## src/logic/mprf_pkg.sv

```systemverilog
// Constants and types shared by the five-port register file.
// Assumes a single pclk domain with asynchronous active-low reset.
package mprf_pkg;
    localparam int unsigned DW = 8;
    localparam int unsigned AW = 3;
    localparam int unsigned WORDS = 8;
    localparam int unsigned NPORT = 5;
    localparam int unsigned NWR = 3;
    localparam int unsigned NRD = 4;
    // Port slots: A bidirectional, B/C write-only, D/E read-only
    localparam int unsigned P_A = 0;
    localparam int unsigned P_B = 1;
    localparam int unsigned P_C = 2;
    localparam int unsigned P_D = 3;
    localparam int unsigned P_E = 4;
    // Read slots of the store
    localparam int unsigned R_A = 0;
    localparam int unsigned R_D = 1;
    localparam int unsigned R_E = 2;
    localparam int unsigned R_BUS = 3;
    // Register bus map, byte addresses
    localparam int unsigned PAW = 12;
    localparam logic [11:0] OFF_CTRL = 12'h000;
    localparam logic [11:0] OFF_STAT = 12'h004;
    localparam logic [11:0] OFF_WORD = 12'h020;
    localparam logic [11:0] OFF_WORD_END = 12'h03c;
    localparam int unsigned CTRL_FREEZE_BIT = 0;
    localparam logic CTRL_FREEZE_RST = 1'b0;
    localparam logic [7:0] CNT_RST = 8'h00;
    localparam logic [7:0] CNT_MAX = 8'hff;
    localparam logic [AW-1:0] ADDR_RST = 3'h0;
    localparam logic [DW-1:0] DATA_RST = 8'h00;
    typedef enum logic [1:0] {DEC_CTRL, DEC_STAT, DEC_WORD, DEC_BAD} mprf_dec_t;
    typedef enum logic [1:0] {AP_IDLE, AP_FETCH, AP_ANSWER} mprf_apb_t;
endpackage

```

## src/logic/mprf_store_if.sv

```systemverilog
// Carrier between the port logic and the storage array.
// Assumes both ends share pclk.
`timescale 1ns/1ns
`default_nettype none
interface mprf_store_if;
    logic [mprf_pkg::NWR-1:0] wr_en;
    logic [mprf_pkg::NWR-1:0][mprf_pkg::AW-1:0] wr_addr;
    logic [mprf_pkg::NWR-1:0][mprf_pkg::DW-1:0] wr_data;
    logic [mprf_pkg::NRD-1:0][mprf_pkg::AW-1:0] rd_addr;
    logic [mprf_pkg::NRD-1:0][mprf_pkg::DW-1:0] rd_data;
    modport ctrl (output wr_en, output wr_addr, output wr_data, output rd_addr, input rd_data);
    modport store (input wr_en, input wr_addr, input wr_data, input rd_addr, output rd_data);
endinterface
`default_nettype wire

```

## src/logic/mprf_store.sv

```systemverilog
// Eight by eight storage with prioritised writes and registered reads.
// Assumes write slot 0 has top priority, then 1, then 2.
`timescale 1ns/1ns
`default_nettype none
module mprf_store (
    input wire logic pclk,
    input wire logic presetn,
    mprf_store_if.store sif
);
    logic [mprf_pkg::DW-1:0] mem_q [mprf_pkg::WORDS];

    // Lowest slot written last so it wins
    always_ff @(posedge pclk) begin
        for (int i = mprf_pkg::NWR - 1; i >= 0; i--) begin
            if (sif.wr_en[i]) begin
                mem_q[sif.wr_addr[i]] <= sif.wr_data[i];
            end
        end
    end

    genvar g;
    generate
        for (g = 0; g < mprf_pkg::NRD; g++) begin : g_rd
            logic [mprf_pkg::DW-1:0] rd_q;
            // Old contents seen when a write lands on the same edge
            always_ff @(posedge pclk or negedge presetn) begin
                if (!presetn) begin
                    rd_q <= mprf_pkg::DATA_RST;
                end else begin
                    rd_q <= mem_q[sif.rd_addr[g]];
                end
            end
            assign sif.rd_data[g] = rd_q;
        end
    endgenerate
endmodule // mprf_store
`default_nettype wire

```

## src/logic/mprf_port_stage.sv

```systemverilog
// Rising-edge capture of one port's address and controls.
// Assumes controls are synchronous to pclk.
`timescale 1ns/1ns
`default_nettype none
module mprf_port_stage (
    input wire logic pclk,
    input wire logic presetn,
    input wire logic [mprf_pkg::AW-1:0] addr,
    input wire logic en_n,
    input wire logic rd_wr,
    output logic [mprf_pkg::AW-1:0] addr_q,
    output logic en_n_q,
    output logic rd_wr_q,
    output logic drive_q,
    output logic write_q
);
    always_ff @(posedge pclk or negedge presetn) begin
        if (!presetn) begin
            addr_q <= mprf_pkg::ADDR_RST;
            en_n_q <= 1'b1;
            rd_wr_q <= 1'b1;
            drive_q <= 1'b0;
            write_q <= 1'b0;
        end else begin
            addr_q <= addr;
            en_n_q <= en_n;
            rd_wr_q <= rd_wr;
            drive_q <= !en_n && rd_wr;
            write_q <= !en_n && !rd_wr;
        end
    end
endmodule // mprf_port_stage
`default_nettype wire

```

## src/logic/mprf_top.sv

```systemverilog
// Five-port eight-word register file with an APB side window.
// Assumes port pins and APB are synchronous to pclk.
//
// The address map and the APB register port were decided locally.
`timescale 1ns/1ns
`default_nettype none
module mprf_top (
    input wire logic pclk,
    input wire logic presetn,
    input wire logic [mprf_pkg::AW-1:0] a_addr,
    input wire logic a_en_n,
    input wire logic a_rd_wr,
    input wire logic [mprf_pkg::DW-1:0] a_data_in,
    output logic [mprf_pkg::DW-1:0] a_data_out,
    output logic a_data_oe,
    input wire logic [mprf_pkg::AW-1:0] b_addr,
    input wire logic b_en_n,
    input wire logic [mprf_pkg::DW-1:0] b_data,
    input wire logic [mprf_pkg::AW-1:0] c_addr,
    input wire logic c_en_n,
    input wire logic [mprf_pkg::DW-1:0] c_data,
    input wire logic [mprf_pkg::AW-1:0] d_addr,
    input wire logic d_en_n,
    output logic [mprf_pkg::DW-1:0] d_data_out,
    output logic d_data_oe,
    input wire logic [mprf_pkg::AW-1:0] e_addr,
    input wire logic e_en_n,
    output logic [mprf_pkg::DW-1:0] e_data_out,
    output logic e_data_oe,
    input wire logic psel,
    input wire logic penable,
    input wire logic pwrite,
    input wire logic [mprf_pkg::PAW-1:0] paddr,
    input wire logic [31:0] pwdata,
    output logic [31:0] prdata,
    output logic pready,
    output logic pslverr
);
    mprf_store_if sif ();

    logic [mprf_pkg::NPORT-1:0][mprf_pkg::AW-1:0] pin_addr;
    logic [mprf_pkg::NPORT-1:0] pin_en_n;
    logic [mprf_pkg::NPORT-1:0] pin_rd_wr;
    logic [mprf_pkg::NPORT-1:0][mprf_pkg::AW-1:0] cap_addr;
    logic [mprf_pkg::NPORT-1:0] cap_drive;
    logic [mprf_pkg::NPORT-1:0] cap_write;
    logic freeze_q;
    logic [7:0] clash_cnt_q;
    logic clash;
    mprf_pkg::mprf_apb_t ap_q;
    logic [31:0] prdata_q;
    logic pready_q;
    logic pslverr_q;

    function automatic mprf_pkg::mprf_dec_t dec_addr(input logic [mprf_pkg::PAW-1:0] a);
        mprf_pkg::mprf_dec_t r;
        r = mprf_pkg::DEC_BAD;
        if (a == mprf_pkg::OFF_CTRL) begin
            r = mprf_pkg::DEC_CTRL;
        end else if (a == mprf_pkg::OFF_STAT) begin
            r = mprf_pkg::DEC_STAT;
        end else if (a >= mprf_pkg::OFF_WORD && a <= mprf_pkg::OFF_WORD_END && a[1:0] == 2'b00) begin
            r = mprf_pkg::DEC_WORD;
        end
        return r;
    endfunction

    function automatic logic same_word(input logic en_i, input logic en_j,
                                       input logic [mprf_pkg::AW-1:0] ai, input logic [mprf_pkg::AW-1:0] aj);
        return en_i && en_j && (ai == aj);
    endfunction

    // Pin grouping; B/C fixed to write, D/E fixed to read
    assign pin_addr[mprf_pkg::P_A] = a_addr;
    assign pin_addr[mprf_pkg::P_B] = b_addr;
    assign pin_addr[mprf_pkg::P_C] = c_addr;
    assign pin_addr[mprf_pkg::P_D] = d_addr;
    assign pin_addr[mprf_pkg::P_E] = e_addr;
    assign pin_en_n = {e_en_n, d_en_n, c_en_n, b_en_n, a_en_n};
    assign pin_rd_wr = {1'b1, 1'b1, 1'b0, 1'b0, a_rd_wr};

    genvar g;
    generate
        for (g = 0; g < mprf_pkg::NPORT; g++) begin : g_port
            mprf_port_stage u_stage (
                .pclk(pclk),
                .presetn(presetn),
                .addr(pin_addr[g]),
                .en_n(pin_en_n[g]),
                .rd_wr(pin_rd_wr[g]),
                .addr_q(cap_addr[g]),
                .en_n_q(),
                .rd_wr_q(),
                .drive_q(cap_drive[g]),
                .write_q(cap_write[g])
            );
        end
    endgenerate

    // Writes commit one edge after capture, data taken from pins now
    always_comb begin
        sif.wr_en[mprf_pkg::P_A] = cap_write[mprf_pkg::P_A] && !freeze_q;
        sif.wr_en[mprf_pkg::P_B] = cap_write[mprf_pkg::P_B] && !freeze_q;
        sif.wr_en[mprf_pkg::P_C] = cap_write[mprf_pkg::P_C] && !freeze_q;
        sif.wr_addr[mprf_pkg::P_A] = cap_addr[mprf_pkg::P_A];
        sif.wr_addr[mprf_pkg::P_B] = cap_addr[mprf_pkg::P_B];
        sif.wr_addr[mprf_pkg::P_C] = cap_addr[mprf_pkg::P_C];
        sif.wr_data[mprf_pkg::P_A] = a_data_in;
        sif.wr_data[mprf_pkg::P_B] = b_data;
        sif.wr_data[mprf_pkg::P_C] = c_data;
    end

    // Read address straight from pins so data is ready the next period
    always_comb begin
        sif.rd_addr[mprf_pkg::R_A] = a_addr;
        sif.rd_addr[mprf_pkg::R_D] = d_addr;
        sif.rd_addr[mprf_pkg::R_E] = e_addr;
        sif.rd_addr[mprf_pkg::R_BUS] = paddr[4:2];
    end

    mprf_store u_store (
        .pclk(pclk),
        .presetn(presetn),
        .sif(sif)
    );

    assign a_data_out = sif.rd_data[mprf_pkg::R_A];
    assign d_data_out = sif.rd_data[mprf_pkg::R_D];
    assign e_data_out = sif.rd_data[mprf_pkg::R_E];
    assign a_data_oe = cap_drive[mprf_pkg::P_A];
    assign d_data_oe = cap_drive[mprf_pkg::P_D];
    assign e_data_oe = cap_drive[mprf_pkg::P_E];

    // Two or more enabled writes aimed at one word
    assign clash = same_word(sif.wr_en[0], sif.wr_en[1], sif.wr_addr[0], sif.wr_addr[1])
                || same_word(sif.wr_en[0], sif.wr_en[2], sif.wr_addr[0], sif.wr_addr[2])
                || same_word(sif.wr_en[1], sif.wr_en[2], sif.wr_addr[1], sif.wr_addr[2]);

    // APB sequencing: fetch during first access cycle, answer in second
    always_ff @(posedge pclk or negedge presetn) begin
        if (!presetn) begin
            ap_q <= mprf_pkg::AP_IDLE;
            pready_q <= 1'b0;
            pslverr_q <= 1'b0;
            prdata_q <= 32'h0000_0000;
        end else begin
            case (ap_q)
                mprf_pkg::AP_IDLE: begin
                    pready_q <= 1'b0;
                    pslverr_q <= 1'b0;
                    if (psel && !penable) begin
                        ap_q <= mprf_pkg::AP_FETCH;
                    end
                end
                mprf_pkg::AP_FETCH: begin
                    ap_q <= mprf_pkg::AP_ANSWER;
                    pready_q <= 1'b1;
                    prdata_q <= 32'h0000_0000;
                    pslverr_q <= 1'b0;
                    case (dec_addr(paddr))
                        mprf_pkg::DEC_CTRL: begin
                            if (!pwrite) begin
                                prdata_q[mprf_pkg::CTRL_FREEZE_BIT] <= freeze_q;
                            end
                        end
                        mprf_pkg::DEC_STAT: begin
                            if (!pwrite) begin
                                prdata_q[7:0] <= clash_cnt_q;
                            end
                        end
                        mprf_pkg::DEC_WORD: begin
                            if (pwrite) begin
                                pslverr_q <= 1'b1;
                            end else begin
                                prdata_q[mprf_pkg::DW-1:0] <= sif.rd_data[mprf_pkg::R_BUS];
                            end
                        end
                        default: begin
                            pslverr_q <= 1'b1;
                        end
                    endcase
                end
                mprf_pkg::AP_ANSWER: begin
                    ap_q <= mprf_pkg::AP_IDLE;
                    pready_q <= 1'b0;
                    pslverr_q <= 1'b0;
                end
                default: begin
                    ap_q <= mprf_pkg::AP_IDLE;
                    pready_q <= 1'b0;
                end
            endcase
        end
    end

    // Control register, written at the completing edge
    always_ff @(posedge pclk or negedge presetn) begin
        if (!presetn) begin
            freeze_q <= mprf_pkg::CTRL_FREEZE_RST;
        end else if (ap_q == mprf_pkg::AP_ANSWER && psel && penable && pwrite
                     && dec_addr(paddr) == mprf_pkg::DEC_CTRL) begin
            freeze_q <= pwdata[mprf_pkg::CTRL_FREEZE_BIT];
        end
    end

    // Saturating clash count; a new clash beats a clear
    always_ff @(posedge pclk or negedge presetn) begin
        if (!presetn) begin
            clash_cnt_q <= mprf_pkg::CNT_RST;
        end else if (ap_q == mprf_pkg::AP_ANSWER && psel && penable && pwrite
                     && dec_addr(paddr) == mprf_pkg::DEC_STAT) begin
            clash_cnt_q <= clash ? 8'h01 : mprf_pkg::CNT_RST;
        end else if (clash && clash_cnt_q != mprf_pkg::CNT_MAX) begin
            clash_cnt_q <= clash_cnt_q + 8'h01;
        end
    end

    assign prdata = prdata_q;
    assign pready = pready_q;
    assign pslverr = pslverr_q;
endmodule // mprf_top
`default_nettype wire

```

## config.mk

```make
export PLATFORM = sky130hd
export DESIGN_NAME = mprf_top
export DESIGN_NICKNAME = d
export VERILOG_FILES = /design/src/logic/mprf_pkg.sv /design/src/logic/mprf_store_if.sv /design/src/logic/mprf_store.sv /design/src/logic/mprf_port_stage.sv /design/src/logic/mprf_top.sv
export SDC_FILE = /design/constraint.sdc
export NUM_CORES = 1
export LEC_CHECK = 0
export BUFFER_PORTS_ARGS = -buffer_cell sky130_fd_sc_hd__buf_2
export CORE_MARGIN = 2
export CORE_UTILIZATION = 61
export CTS_CLUSTER_SIZE = 40
export DETAILED_ROUTE_END_ITERATION = 16
export PLACE_DENSITY = 0.93
export SLEW_MARGIN = 0
export SYNTH_ARGS = -nofsm -noshare
export SYNTH_HDL_FRONTEND = slang
export SYNTH_SLANG_ARGS = --single-unit
```

## constraint.sdc

```tcl
create_clock -name pclk -period 2.7 [get_ports pclk]
set_clock_uncertainty 0.05 [all_clocks]
set_input_delay 0.405 -clock pclk [delete_from_list [all_inputs] [get_ports pclk]]
set_output_delay 0.405 -clock pclk [all_outputs]
set_load 0.05 [all_outputs]
```

* Word-level counts from Yosys, hierarchy flattened *
Memories as Yosys holds them, arrays and structs flattened. A register that Yosys moved wholly into a read port is not among the register bits.
Cells that the tools add are included.

storage, ports and cells
  bits of input ports = 94
  output and inout bits = 61
  memories kept = 1
  logic and storage cells = 97
  memory bits (read-only) = 0
  register bits = 36
  bits in writable memories = 64
  bits in latches = 0

operators by class
  mux-type cells = 24
  multipliers = 0
  equal/unequal tests = 11
  div/mod/pow operators = 0
  shift operators = 0
  add/subtract/negate cells = 1
  bitwise logic cells = 0
  reductions and logical operators = 43
  order comparisons = 2

memory list
  name           depth  width  read ports  clocked after memory_dff  write ports  RTL line          source
  u_store.mem_q  8      8      4           4                         3            mprf_store.sv:10  logic [mprf_pkg::DW-1:0] mem_q [mprf_pkg::WORDS];

operators with widths
  kind                                                                count
  2-to-1 mux 8 bit                                                    4
  logical AND 1 bit                                                   20
  one-hot mux 7 bit (2 select lines)                                  1
  == test 12 x 3 -> 1 bit, second input constant                      1
  greater-or-equal comparator 12 x 6 -> 1 bit, second input constant  1
  <= comparator 12 x 6 -> 1 bit, second input constant                1
  logical NOT 1 bit                                                   12
  logical NOT 12 bit                                                  1
  2-to-1 mux 1 bit                                                    11
  == test 3 bit                                                       3
  adder 8 x 1 -> 8 bit, second input constant                         1
  logical NOT 2 bit                                                   4
  2-to-1 mux 2 bit                                                    4
  != test 8 bit, second input constant                                1
  == test 2 x 1 -> 1 bit, second input constant                       3
  == test 2 bit, second input constant                                2
  one-hot mux 1 bit (2 select lines)                                  2
  one-hot mux 2 bit (2 select lines)                                  1
  nonzero test 2 bit                                                  2
  OR reduction 2 bit                                                  2
  one-hot mux 1 bit (3 select lines)                                  1
  logical OR 1 bit                                                    2
  != test 2 bit, second input constant                                1

* Logic depth before layout (Yosys ltp) *
  depth after elaboration = 11
  mapped depth = 12
  mapped depth without buffers = 8

* Modules after synthesis *
A second synthesis with hierarchy kept.

second synthesis, totals
  cell total of the unflattened synthesis = 688
  area, all modules = 9003.6 um2

modules (own cells, without submodules)
  module           area each (um2)  instances  seq. area each (um2)  cells each
  mprf_store       6605.1           1          2722.6                483
  mprf_top         1422.6           1          525.5                 160
  mprf_port_stage  195.2            5          177.7                 9

* Worst setup path before layout *
No wires, ideal clock.

  path kind = input port to flip-flop
  from = input port paddr[3] (netlist name)
  to = register clash_cnt_q[7]
  slack = 260 ps
  stages = 12
  setup time = 79 ps
  data arrival time = 2311 ps
  path buffers = 4
  cells stage by stage = buf_2 -> buf_1 -> nor3_1 -> nor2_1 -> nor2_1 -> inv_1 -> ha_1 -> clkbuf_1 -> nand3_1 -> clkbuf_1 -> o21ai_0 -> mux2i_1

between the ends
  word-level cells in the longest chain between the ends = 9

ends and longest elaborated chain
  what                                                                                          RTL line         source
  start, declared                                                                               mprf_top.sv:33   input wire logic [mprf_pkg::PAW-1:0] paddr,
  greater-or-equal comparator 12 x 6 -> 1 bit or <= comparator 12 x 6 -> 1 bit (tied branches)  mprf_top.sv:62   end else if (a >= mprf_pkg::OFF_WORD && a <= mprf_pkg::OFF_WORD_END && a[1:0] == 2'b00) begin
  logical AND 1 bit (2 in series)                                                               mprf_top.sv:62
  2-to-1 mux 1 bit                                                                              mprf_top.sv:62
  2-to-1 mux 2 bit                                                                              -
  2-to-1 mux 2 bit *                                                                            -
  == test 2 x 1 -> 1 bit *                                                                      mprf_top.sv:211  && dec_addr(paddr) == mprf_pkg::DEC_STAT) begin
  logical AND 1 bit *                                                                           mprf_top.sv:211
  2-to-1 mux 8 bit or nonzero test 2 bit (tied branches)                                        -
  end signal, assigned                                                                          mprf_top.sv:209  clash_cnt_q <= mprf_pkg::CNT_RST;
  end signal, assigned                                                                          mprf_top.sv:212  clash_cnt_q <= clash ? 8'h01 : mprf_pkg::CNT_RST;
  end signal, assigned                                                                          mprf_top.sv:214  clash_cnt_q <= clash_cnt_q + 8'h01;
  end, declared                                                                                 mprf_top.sv:48   logic [7:0] clash_cnt_q;

Every way passes the cells marked *; elsewhere a longest branch is shown, timed or not.
A chain may end at the register's enable or synchronous reset.

==> impl_summary.txt <==
----------------------------------------------------
[Die]
  Die outline height ... 121.3 um
  Initial Util ... 0.6286
  Ports ... 155
  Floorplan Core Area ... 13350 um2
  Placement Rows ... 42
  Total Die Area ... 14710 um2
  Die extent in x ... 121.3 um

[Detailed routing]
  Remaining number of nets flagged by the antenna check after routing ... 0
  DR WL/cell ... 24.63 um
  Total length of routed met3 wires ... 3.289 mm
  Detailed Routing Iterations Pass 1 ... 7
  Sum of routed wire length over all layers ... 23.03 mm
  Max layer used ... met4
  Number of remaining DRC errors ... 0
  Detailed-route via count ... 6541
  Via count normalized by instance count ... 6.996
  Routed wl met2 ... 10.53 mm
  Detailed-routing wirelength on met1 ... 7.867 mm
  Count of routing violations after the opening detailed-route iteration ... 1143

[Timing]
  Relative slew margins ... 0.5918
  Setup Viol. Count Final ... 0
  Final TNS setup ... 0 ps
  Endpoints failing hold ... 0
  Actual slew at the worst max-slew pin ... 612.4 ps
  RSZ-0062 raised after global routing ... no
  Shortest clock period the worst path allows after layout ... 2310 ps
  Final slew viol count ... 0
  Max Fclk ... 433.0 MHz
  Worst path setup slack after routing ... 390.3 ps
  Final critical-path share of the clock period ... 0.8554

[Power]
  Power consumption ... 5.854 mW
  Leakage ... 3.821 nW
  VDD IR max ... 0.4685 mV
  Power per unit of standard cell area ... 630.6 nW/um2

[Clock tree]
  Setup repair bufs after CTS ... 0
  Later-pin clock latency in the skew report ... 430 ps
  TritonCTS clock tree ... done
  Total clock buffers created by CTS ... 17
  Total number of H-tree levels ... 4
  Sink count of the clock tree ... 132
  Maximum buffer depth of the clock tree ... 2
  Clk pin slew, worst setup/hold paths ... 60 ps
  Clock root buffer ... sky130_fd_sc_hd__clkbuf_16

[Worst setup path]
  Required time at the worst-slack endpoint ... 2810 ps
  Critical path class ... flip-flop to flip-flop
  Crit start category ... flip-flop
  Worst R2R Setup Slack ... 390 ps
  Critical Path End Type ... flip-flop
  Critical Path Fanout Max ... 12
  Worst endpoint data arrival time ... 2410 ps

[Synth]
  Proportion of synthesized chip area in sequential cells ... 0.4319
  Xor-xnor portion of the synthesized cell area ... 0.009395
  Async set or reset register ratio after synthesis ... 0.5152
  Dominant combinational cell family by area after synthesis ... multiplexers
  Adder and majority gate portion of the synthesized area ... 0.007456
  Number of flops mapped to enable cells by yosys ... 64
  Average instance area after synthesis ... 11.92 um2
  Share of synthesized cell area in and, or, nand and nor gates ... 0.09305
  Compound-Gate Fraction of Synth Area ... 0.06994
  Post-synthesis register bit count ... 132
  Post-Syn Instances ... 704
  Most used DFF post-synth ... sky130_fd_sc_hd__dfrtp_1
  Post-Syn Area ... 8391 um2
  Yosys synthesis warning count ... 0
  Number of distinct library cells after synthesis ... 50
  Post-synthesis mux area share ... 0.2996

[Outcome]
  Status ... complete, no violations

[Run]
  Max-cap viol count ... 0

[Place]
  Detailed Place HPWL ... 15.85 mm
  Worst slack after detailed placement ... 64.27 ps
  Number of buffer cells added on primary ports ... 99
  Placer congestion estimate ... 0.9548

[GRT]
  Number of antenna violations at the first check in global routing ... 0
  Number of global-route vias before repair ... 6278
  GRT Util Overall ... 0.3329
  Remaining global-route overflow ... 0
  Maximum number of pins on one net before global-route repair ... 69
  First-pass GRT wire length ... 36.44 mm

[Layout]
  Area Growth Syn to Fin ... 10.63%
  Number of diodes added for antenna fixing ... 0
  Number of fill cells in the layout ... 872
  Total number of nets in the final design ... 845
  Share of layout cells above drive strength 1 ... 0.3333

[Min path]
  Path class of the lowest-slack min-delay path ... input pin to flip-flop

----------------------------------------------------
[routing by layer]
layer	vias to the layer above	track usage
met5	-	0
met3	158	0.08506
met4	0	0.1638
li1	2625	-
met1	3047	0.4477
met2	711	0.5081
[final timing paths]
check	from	end	cells after the start
worst max-delay path	freeze_q$_DFFE_PN0P_	u_store.mem_q[3][0]$_DFFE_PP_	5
worst min-delay path	b_addr[1]	g_port[1].u_stage.addr_q[1]$_DFF_PN0_	1
worst max register to register	freeze_q$_DFFE_PN0P_	u_store.mem_q[3][0]$_DFFE_PP_	5
worst min register to register	prdata[7]$_DFFE_PN0P_	prdata[7]$_DFFE_PN0P_	2
max in group asynchronous	presetn	u_store.g_rd[2].rd_q[1]$_DFF_PN0_	3
min in group asynchronous	presetn	g_port[0].u_stage.drive_q$_DFF_PN0_	3
[power by group]
group	switching, mW	internal [mW]
Combinational	0.653	0.370
Sequential	0.147	2.27
Clock	0.929	1.48
[Yosys cell counts (all sizes together), types with 5 or more instances]
cell type | instances | share of area
nor2 | 38 | 0.017
buf | 92 | 0.070
a22oi | 7 | 0.0063
edfxtp | 64 | 0.23
mux2i | 70 | 0.084
inv | 13 | 0.0058
dfrtp | 68 | 0.20
ha | 5 | 0.0075
nand2 | 61 | 0.027
xnor2 | 9 | 0.0094
o21ai | 41 | 0.024
nor3b | 5 | 0.0051
and3 | 5 | 0.0037
nor2b | 5 | 0.0037
a21oi | 32 | 0.019
nor3 | 5 | 0.0036
nand3 | 13 | 0.0078
mux2 | 33 | 0.044
nand4 | 5 | 0.0060
mux4 | 64 | 0.17
clkbuf | 27 | 0.012
nand2b | 6 | 0.0045
and3b | 5 | 0.0052
[what timing repair did]
action                                 4_1_cts  5_1_grt
resized for setup                            0        0
hold buffers                                 1        0
endpoints found under the hold margin       68        0
[flip-flops by register name, summed over array words and instances, names as in the netlist]
register                cells
u_store.mem_q              64
u_store.g_rd.rd_q          32
g_port.u_stage.addr_q       9
clash_cnt_q                 8
prdata                      8
g_port.u_stage.drive_q      3
g_port.u_stage.write_q      3
ap_q                        2
freeze_q                    1
pready                      1
pslverr                     1
[metrics by stage]
stage / cell area (um2) / hold slack (ps) / utilization / cells
3_5_place_dp: 8656 / 397.0 / 0.6485 / 902
4_1_cts: 9283 / 28.06 / 0.6954 / 935
5_1_grt: 9283 / 31.67 / 0.6954 / 935
3_3_place_gp: 8656 / 382.2 / 0.6485 / 902
2_1_floorplan: 8477 / 59.41 / - / 727
6_report: 9283 / 30.02 / 0.6954 / 935
[placed cells by master, fill, tap and decap left out, types with 6 or more instances in the layout]
cell / synthesis / routed
sky130_fd_sc_hd__a21oi_1: 32 / 32
sky130_fd_sc_hd__nor2_1: 38 / 38
sky130_fd_sc_hd__mux2_2: 33 / 33
sky130_fd_sc_hd__nand2_1: 61 / 61
sky130_fd_sc_hd__o21ai_0: 39 / 39
sky130_fd_sc_hd__buf_4: 54 / 18
sky130_fd_sc_hd__nand3_1: 13 / 13
sky130_fd_sc_hd__clkbuf_16: 0 / 19
sky130_fd_sc_hd__dfrtp_1: 68 / 68
sky130_fd_sc_hd__nand2b_1: 6 / 6
sky130_fd_sc_hd__edfxtp_1: 64 / 64
sky130_fd_sc_hd__conb_1: 1 / 24
sky130_fd_sc_hd__inv_1: 12 / 12
sky130_fd_sc_hd__mux4_2: 64 / 64
sky130_fd_sc_hd__mux2i_1: 70 / 70
sky130_fd_sc_hd__xnor2_1: 9 / 9
sky130_fd_sc_hd__buf_2: 27 / 99
sky130_fd_sc_hd__a22oi_1: 7 / 7
[layout make-up]
| cell class | count | area, um2 | share of cell area |
|---|---|---|---|
| Sequential cell | 132 | 3623 | 0.3903 |
| Timing Repair Buffer | 119 | 660.6 | 0.07117 |
| Tap cell | 176 | 220.2 | 0.02372 |
| Multi-Input combinational cell | 463 | 4113 | 0.4431 |
| Inverter | 13 | 48.80 | 0.005257 |
| Clock inverter | 12 | 137.6 | 0.01483 |
| Clock buffer | 20 | 479.2 | 0.05162 |
[cells by family after synthesis]
| group | Yosys count |
|---|---|
| flops | 132 |
| xor+xnor | 9 |
| simple gates | 158 |
| fa+ha+maj | 5 |
| buf+inv | 132 |
| mux | 167 |
| compound gates | 100 |
| other cells | 1 |
[worst max-delay path, cell delays in order, from the launching register on]
cell and delay, ps:
sky130_fd_sc_hd__dfrtp_1 520, sky130_fd_sc_hd__nand3b_1 260, sky130_fd_sc_hd__nor3b_1 500, sky130_fd_sc_hd__buf_4 300, sky130_fd_sc_hd__mux2i_1 260, sky130_fd_sc_hd__o21ai_0 140
No activity file was read; power rests on OpenSTA's default activity.
